--- src/verilog/bpw_pkg.sv ---
// Purpose: shared constants and types for the buffered pwm generator
// Assumes: one timer clock at 20 MHz, 16-bit counter and compare values
// Notes: output pin is active low, inactive high
package bpw_pkg;

  localparam int CNT_W = 16;
  localparam logic [CNT_W-1:0] CNT_RESET = 16'h0000;
  localparam logic [CNT_W-1:0] PERIOD_RESET = 16'hFFFF;
  localparam logic [CNT_W-1:0] DUTY_RESET = 16'hFFFF;
  localparam logic PIN_INACTIVE = 1'b1;
  localparam logic PIN_ACTIVE = 1'b0;

  // software-side settings that travel together
  typedef struct packed {
    logic [CNT_W-1:0] period_compare;
    logic [CNT_W-1:0] duty_buffer;
  } bpw_cfg_t;

  // direct write of the duty compare, used to leave the 0% state
  typedef struct packed {
    logic load;
    logic [CNT_W-1:0] value;
  } bpw_duty_load_t;

  // one-hot output phase
  typedef enum logic [1:0] {
    PH_INACTIVE = 2'b01,
    PH_ACTIVE = 2'b10
  } bpw_phase_t;

endpackage

--- src/verilog/bpw_pwm.sv ---
// Purpose: buffered pwm generator with period and duty compares
// Assumes: rst synchronous active high; ce low freezes all state
// Notes: duty compare reloads from the buffer only on a duty match
`timescale 1ns/1ns

module bpw_pwm
  import bpw_pkg::*;
(
  // clock and reset
  input wire logic clk,
  input wire logic rst,
  input wire logic ce,
  // control
  input wire logic countEnable,
  input wire bpw_cfg_t cfg,
  input wire bpw_duty_load_t dutyLoad,
  // waveform and state
  output logic pwmOutPin,
  output logic [CNT_W-1:0] pwmCounter,
  output logic [CNT_W-1:0] dutyCompare,
  output logic periodMatch,
  output logic dutyMatch
);

  // ----------------------------------------------------------------
  // compare logic
  // ----------------------------------------------------------------
  bpw_phase_t phase;
  logic [CNT_W-1:0] next_pwmCounter;

  // matches are looked at every counting cycle; duty above period never hits while the counter is within the period
  assign periodMatch = ce && countEnable && (pwmCounter == cfg.period_compare);
  assign dutyMatch = ce && countEnable && (pwmCounter == dutyCompare);

  // ----------------------------------------------------------------
  // counter
  // ----------------------------------------------------------------
  // period match wins over increment, also when duty matches at once
  always_comb begin
    if (periodMatch) begin
      next_pwmCounter = CNT_RESET;
    end else begin
      next_pwmCounter = pwmCounter + 16'h0001;
    end
  end

  // reset first, then the clock enable and the count enable gate every step
  always_ff @(posedge clk) begin
    if (rst) begin
      pwmCounter <= CNT_RESET;
    end else if (ce && countEnable) begin
      pwmCounter <= next_pwmCounter;
    end
  end

  // ----------------------------------------------------------------
  // duty compare and buffer transfer
  // ----------------------------------------------------------------
  // a match transfer beats a direct load so no buffered value is lost
  always_ff @(posedge clk) begin
    if (rst) begin
      dutyCompare <= DUTY_RESET;
    end else if (dutyMatch) begin
      dutyCompare <= cfg.duty_buffer;
    end else if (ce && dutyLoad.load) begin
      dutyCompare <= dutyLoad.value;
    end
  end

  // ----------------------------------------------------------------
  // output phase
  // ----------------------------------------------------------------
  // with duty equal period both hit; the active level wins, giving 100% duty
  always_ff @(posedge clk) begin
    if (rst) begin
      phase <= PH_INACTIVE;
    end else if (dutyMatch) begin
      phase <= PH_ACTIVE;
    end else if (periodMatch) begin
      phase <= PH_INACTIVE;
    end
  end

  // decode the phase to the pin; a corrupt code falls back to the safe inactive level
  always_comb begin
    unique case (phase)
      PH_ACTIVE: pwmOutPin = PIN_ACTIVE;
      PH_INACTIVE: pwmOutPin = PIN_INACTIVE;
      default: pwmOutPin = PIN_INACTIVE;
    endcase
  end
endmodule
--- config.mk ---
export PLATFORM = sky130hd
export DESIGN_NAME = bpw_pwm
export DESIGN_NICKNAME = d
export VERILOG_FILES = /design/src/verilog/bpw_pkg.sv /design/src/verilog/bpw_pwm.sv
export SDC_FILE = /design/constraint.sdc
export NUM_CORES = 1
export LEC_CHECK = 0
export ABC_AREA = 1
export BUFFER_PORTS_ARGS = -buffer_cell sky130_fd_sc_hd__buf_2
export CAP_MARGIN = 20
export CORE_ASPECT_RATIO = 0.5
export CORE_MARGIN = 4
export CORE_UTILIZATION = 51
export DETAILED_ROUTE_END_ITERATION = 10
export PLACE_DENSITY = 0.82
export SYNTH_ARGS = -nofsm -noshare
export SYNTH_HDL_FRONTEND = slang
export SYNTH_SLANG_ARGS = --single-unit
--- constraint.sdc ---
create_clock -name clk -period 2.15 [get_ports clk]
set_clock_uncertainty 0.2 [all_clocks]
set_input_delay 0 -clock clk [delete_from_list [all_inputs] [get_ports clk]]
set_output_delay 0 -clock clk [all_outputs]
set_load 0.01 [all_outputs]
==> flow_metrics.env, run 1 <==
export IMPL_status="completed"
export IMPL_postSynthAreaPerCell_um2=5.720
export IMPL_gp_congestion=0.9031
export IMPL_remaining_drc_errors=0
export IMPL_wire_per_inst_um=13.53
export IMPL_min_path_type="in2reg"
export IMPL_cp_required_ns=1.95
export IMPL_postRouteAntennaNets=0
export IMPL_core_mm2=0.004573
export IMPL_synth_seq_cells=34
export IMPL_finalNonFillerCells=635
export IMPL_cts_sinks=34
export IMPL_drt_iter0_drc=218
export IMPL_crit_path_start_kind="flip-flop"
export IMPL_finalHoldViolCount=0
export IMPL_synth_edf_count=0
export IMPL_row_count=17
export IMPL_dpl_cell_count=589
export IMPL_crit_type="reg2out"
export IMPL_power_density_mw_per_mm2=423.2
export IMPL_syn_area_mm2=0.002511
export IMPL_cts_max_level=2
export IMPL_post_route_util=0.7650
export IMPL_cap_violations=0
export IMPL_synth_async_reset_ratio=0
export IMPL_worst_hold_path_num_cells=5
export IMPL_slew_headroom=0.6672
export IMPL_clk_path_buf_depth=2
export IMPL_die_x_um=107.2
export IMPL_ys_top_cells_by_count="162 x nand2_1, 60 x inv_1, 50 x nand3_1"
export IMPL_first_pass_iters=7
export IMPL_yosysSeqAreaShare=0.2711
export IMPL_arrival_ns=1.78
export IMPL_io_buffers=87
export IMPL_slew_viol_final=0
export IMPL_cts_tree="built"
export IMPL_wirelength_um=8591
export IMPL_path_max_fanout=7
export IMPL_drive_above_1_share=0.2074
export IMPL_setup_tns_ns=0
export IMPL_synth_nets=493
export IMPL_grt_pass1_wl_um=13580
export IMPL_finalWorstSetupSlack_ns=0.1729
export IMPL_setup_violations_final=0
export IMPL_multi_input_area_mm2=0.001530
export IMPL_grt_overflow=0
export IMPL_numCtsBuffers=5
export IMPL_ff_latch_area_um2=680.7
export IMPL_root_buffer="clkbuf_8"
export IMPL_ys_warn_count=0
export IMPL_p_total_w=0.001481
export IMPL_syn_inst=439
export IMPL_grt_pass1_vias=2788
export IMPL_grt_usage=0.2765
export IMPL_tightest_slew_ns=0.4987
export IMPL_dieArea_mm2=0.006179
export IMPL_dp_hpwl_um=5873
export IMPL_reg2regPathDepth=9
export IMPL_synth_top_cell_area_share=0.2711
export IMPL_area_growth_pct=39.31
export IMPL_post_route_period_util=0.9196
export IMPL_initial_core_util=0.5491
export IMPL_die_h_um=57.62
export IMPL_peakVddDrop_mv=0.2626
export IMPL_viasPerCell=5.164
export IMPL_ios=88
export IMPL_diodes=0
export IMPL_antenna_found_initial=0
export IMPL_synth_top_cell_by_area="dfxtp_1"
export IMPL_yosysMostFrequentCell="nand2_1"
export IMPL_clk_latency_ns=0.30
export IMPL_clkTransAtPathRegs_ns=0.07
export IMPL_yosys_most_used_dff="dfxtp_1"
export IMPL_min_period_ns=1.977
export IMPL_timing_fmax_mhz=505.8
export IMPL_fin_nets=622
export IMPL_ys_types=27
export IMPL_num_vias=3279
export IMPL_place_ws_ns=0.2401
export IMPL_p_leak_nw=1.895
export IMPL_nFillCells=369
export IMPL_crit_path_end_kind="primary output"
export IMPL_synth_top_cells_by_area="dfxtp_1 27%, nand2_1 24%, nand3_1 10%"
export IMPL_grt_max_degree=18
## what timing repair did
item                       4_1_cts  5_1_grt
hold endpoints to repair        19        0
setup buffers                    0        3
resized for setup                0        2
setup endpoints to repair        0        6
hold buffers                    35        0
## logic make-up (layout without fill, tap and decap cells)
logic type / after synthesis / count (layout) / share of synthesized area
AO/OA/AOI/OAI: 13 / 13 / 0.02591
XOR/XNOR: 14 / 14 / 0.04883
adder cells (fa/ha/maj): 1 / 1 / 0.004982
buffers and inverters: 75 / 205 / 0.1226
flip-flops: 34 / 34 / 0.2711
AND/OR/NAND/NOR: 302 / 302 / 0.5267
## worst max-delay path: stages (launching register included)
cell and delay (ns):
dfxtp_1 0.43, inv_1 0.13, nand2_1 0.13, nand2_1 0.08, nor2_1 0.10, nand2_1 0.06, nor2_1 0.18, nand3_4 0.15
inv_1 0.10, buf_2 0.13
## power breakdown
group	internal [W]	switching, W	leakage [nW]
sequential	0.000652	0.0000267	0.278
combinational	0.000148	0.000152	1.57
clock	0.000258	0.000243	0.0482
total	0.00106	0.000422	1.90
## metrics by stage
| step | hold slack [ns] | area [µm²] |
|---|---|---|
| 6_report | 0.02457 | 3498 |
| 5_1_grt | 0.05570 | 3498 |
| 4_1_cts | 0.01176 | 3465 |
| 3_5_place_dp | 0.09754 | 3023 |
| 3_3_place_gp | 0.1016 | 3023 |
| 2_1_floorplan | -0.01395 | 2511 |
## flip-flops by register name (all words and copies together), names as in the netlist
name and flops:
phase 2, dutyCompare 16, pwmCounter 16
## layout make-up
class,instances,area share
Timing Repair Buffer,133,0.2493
Clock inverter,1,0.001431
Tap cell,66,0.02361
Clock buffer,7,0.02468
Multi-Input combinational cell,330,0.4374
Inverter,64,0.06903
Sequential cell,34,0.1946
## layer usage
metal  vias to the layer above  wire, µm  global-route usage
li1                       1631         -                   -
met1                      1419      3658              0.3846
met2                       206      3668              0.4160
met3                        23      1069             0.06452
met4                         0       195              0.1093
met5                         -         0                   0
## layout by cell type, fill, tap and decap left out, drive strengths merged
master       Yosys  layout
inv             63      63
xor2             9       9
nor3             7       7
or2              2       2
ha               1       1
nor2            52      52
nand3           52      52
and2             1       1
nor2b            1       1
a21oi            1       1
dlygate4sd3      0      35
xnor2            5       5
nand2          164     164
clkbuf           4       7
o21ai           12      12
clkinv           1       2
buf              7      98
nand4           23      23
dfxtp           34      34
## final timing paths
check	startpoint	slack, ns	to
max	pwmCounter[13]$_SDFFE_PP0P_	0.17	dutyMatch
min	dutyLoad[16]	0.02	dutyCompare[15]$_SDFFE_PP1P_
max reg2reg	pwmCounter[1]$_SDFFE_PP0P_	0.19	pwmCounter[14]$_SDFFE_PP0P_
min reg2reg	phase[1]$_SDFFE_PP0P_	0.27	phase[1]$_SDFFE_PP0P_
No activity file was read; power rests on OpenSTA's default activity.
==> run 2, diff against run 1 <==
==> constraint.sdc (replaced) <==
create_clock -name clk -period 2.15 [get_ports clk]
set_clock_uncertainty 0.2 [all_clocks]
set_input_delay 0.1075 -clock clk [delete_from_list [all_inputs] [get_ports clk]]
set_output_delay 0.1075 -clock clk [all_outputs]
set_load 0.01 [all_outputs]
==> run 2 against run 1 <==
Via count up 2.4%. Fmax down 3.0%. Register-to-register slack worse by 0.04 ns. Sequential cell count unchanged. Critical path depth unchanged. Largest power group unchanged. Worst hold slack better by 0.0072 ns. Power about the same. Non-clock buffer count down 3. Combinational power about the same. Sequential share of layout area up 0.14 points. Sequential power about the same. Critical path type unchanged. Utilization down 0.11 points.
==> flow_metrics.env, run 2 (synthesis results as in run 1) <==
export IMPL_remaining_drc_errors=0
export IMPL_cp_required_ns=1.84
export IMPL_finalNonFillerCells=632
export IMPL_p_leak_nw=1.887
export IMPL_worstHoldEndpoint="pwmCounter[0]$_SDFFE_PP0P_"
export IMPL_diodes=0
export IMPL_crit_path_end_kind="primary output"
export IMPL_dpl_cell_count=588
export IMPL_cts_sinks=34
export IMPL_dp_hpwl_um=5989
export IMPL_cts_tree="built"
export IMPL_status="completed"
export IMPL_die_h_um=57.62
export IMPL_dpl_instance_area_mm2=0.003028
export IMPL_path_max_fanout=7
export IMPL_initial_core_util=0.5491
export IMPL_arrival_ns=1.73
export IMPL_p_total_w=0.001482
export IMPL_hold_ws_ns=0.03178
export IMPL_finalHoldViolCount=0
export IMPL_ios=88
export IMPL_timing_fmax_mhz=490.4
export IMPL_drive_above_1_share=0.2138
export IMPL_die_x_um=107.2
export IMPL_area_growth_pct=39.11
export IMPL_rsz0062_at_grt="false"
export IMPL_wirelength_um=8950
export IMPL_r2r_start="pwmCounter[12]$_SDFFE_PP0P_"
export IMPL_r2r_end="dutyCompare[5]$_SDFFE_PP1P_"
export IMPL_slew_headroom=0.6580
export IMPL_crit_slowest_cell="dfxtp_1"
export IMPL_tightest_slew_ns=0.5125
export IMPL_clk_path_buf_depth=2
export IMPL_core_mm2=0.004573
export IMPL_cp_cell_sequence="inv_1, nand2_1, nand2_1, nor2_1, nand2_1, nor2_1, nand3_4, inv_1, buf_2"
export IMPL_power_density_mw_per_mm2=424.1
export IMPL_fin_area_mm2=0.003493
export IMPL_grt_overflow=0
export IMPL_worst_path_most_repeated_cell="nand2_1"
export IMPL_clkTransAtPathRegs_ns=0.07
export IMPL_grt_pass1_vias=2970
export IMPL_crit_type="reg2out"
export IMPL_setup_tns_ns=0
export IMPL_final_cell_mix="162 x nand2_1, 87 x buf_2, 60 x inv_1"
export IMPL_io_buffers=87
export IMPL_grt_max_degree=18
export IMPL_cap_violations=0
export IMPL_slew_viol_final=0
export IMPL_root_buffer="clkbuf_8"
export IMPL_crit_path_start_kind="flip-flop"
export IMPL_cts_max_level=2
export IMPL_antenna_found_initial=0
export IMPL_first_pass_iters=4
export IMPL_cpPeakStageDelay_ns=0.44
export IMPL_dieArea_mm2=0.006179
export IMPL_min_period_ns=2.039
export IMPL_postRouteAntennaNets=0
export IMPL_viasPerCell=5.315
export IMPL_setup_violations_final=0
export IMPL_row_count=17
export IMPL_final_common_cell="nand2_1"
export IMPL_peakVddDrop_mv=0.2847
export IMPL_drt_iter0_drc=203
export IMPL_numCtsBuffers=5
export IMPL_fin_nets=619
export IMPL_wire_per_inst_um=14.16
export IMPL_post_route_period_util=0.9485
export IMPL_clk_latency_ns=0.29
export IMPL_reg2reg_slack_ns=0.15
export IMPL_largestRegisters="dutyCompare (16), pwmCounter (16), phase (2)"
export IMPL_grt_usage=0.2885
export IMPL_min_path_type="in2reg"
export IMPL_reg2regPathDepth=10
export IMPL_worst_hold_path_num_cells=4
export IMPL_hp_start="countEnable"
export IMPL_num_vias=3359
export IMPL_gp_congestion=0.8905
export IMPL_grt_pass1_wl_um=14210
[run 2: changes by cell type in the layout (fill, tap and decap cells not counted)]
cell,previous run,this run
buf_4,10,9
nor2_4,3,4
buf_6,1,0
buf_12,0,1
dfxtp_2,0,3
dfxtp_1,34,31
nor2_2,1,0
nand3_1,50,49
nand3_2,0,1
dlygate4sd3_1,35,33
[run 2: metrics by stage]
step                      utilization  setup slack (ns)
after floorplan                     -            0.3935
after global placement         0.6621            0.2400
final                          0.7639            0.1107
after global routing           0.7639          0.003768
after CTS                      0.7562           0.01222
after detailed placement       0.6621            0.1917
[run 2: what timing repair did]
item | in CTS | in global routing
hold endpoints to repair | 16 | 0
buffers inserted | 0 | 3
hold buffers | 33 | 0
gates resized for setup | 2 | 4
setup endpoints to repair | 1 | 5
pin swaps | 0 | 0
[run 2: cell type report]
type / instances / area (µm²)
multi-input cells: 330 / 1540
fillers: 366 / 1080
repair buffers: 130 / 853.3
clock buffers: 7 / 86.33
inverters: 64 / 241.5
flip-flops and latches: 34 / 684.4
clock inverters: 1 / 5.005
well taps: 66 / 82.58
[run 2: routing by layer]
metal / global-route usage / part of all wire / up-vias
met5: 0 / 0 / -
met4: 0.1038 / 0.022 / 0
met3: 0.06897 / 0.12 / 30
met2: 0.4498 / 0.42 / 221
met1: 0.3928 / 0.43 / 1482
li1: - / - / 1626
[run 2: worst max path at each step]
stage                                       end                         from  slack, ns  cells after the start
finish                                dutyMatch  pwmCounter[15]$_SDFFE_PP0P_       0.11                      9
global route                          dutyMatch  pwmCounter[15]$_SDFFE_PP0P_      0.004                      9
CTS                                   dutyMatch  pwmCounter[11]$_SDFFE_PP0P_       0.01                      7
detailed placement  pwmCounter[11]$_SDFFE_PP0P_   pwmCounter[0]$_SDFFE_PP0P_       0.19                      8
global placement                      dutyMatch  pwmCounter[11]$_SDFFE_PP0P_       0.24                      7
floorplan           dutyCompare[0]$_SDFFE_PP1P_  pwmCounter[12]$_SDFFE_PP0P_       0.39                     11
[run 2: worst max-delay path: cells and delay by family, from the launching register on]
| kind | cells | cell delay (ns) |
|---|---|---|
| DFF | 1 | 0.44 |
| buffers and inverters | 3 | 0.33 |
| and+or+nand+nor | 6 | 0.66 |
[run 2: power breakdown]
part	switching, W	internal, W	leakage (nW)	total [W]
registers	0.0000284	0.000652	0.279	0.000681
clock network	0.000242	0.000258	0.0482	0.000500
logic	0.000155	0.000146	1.56	0.000301
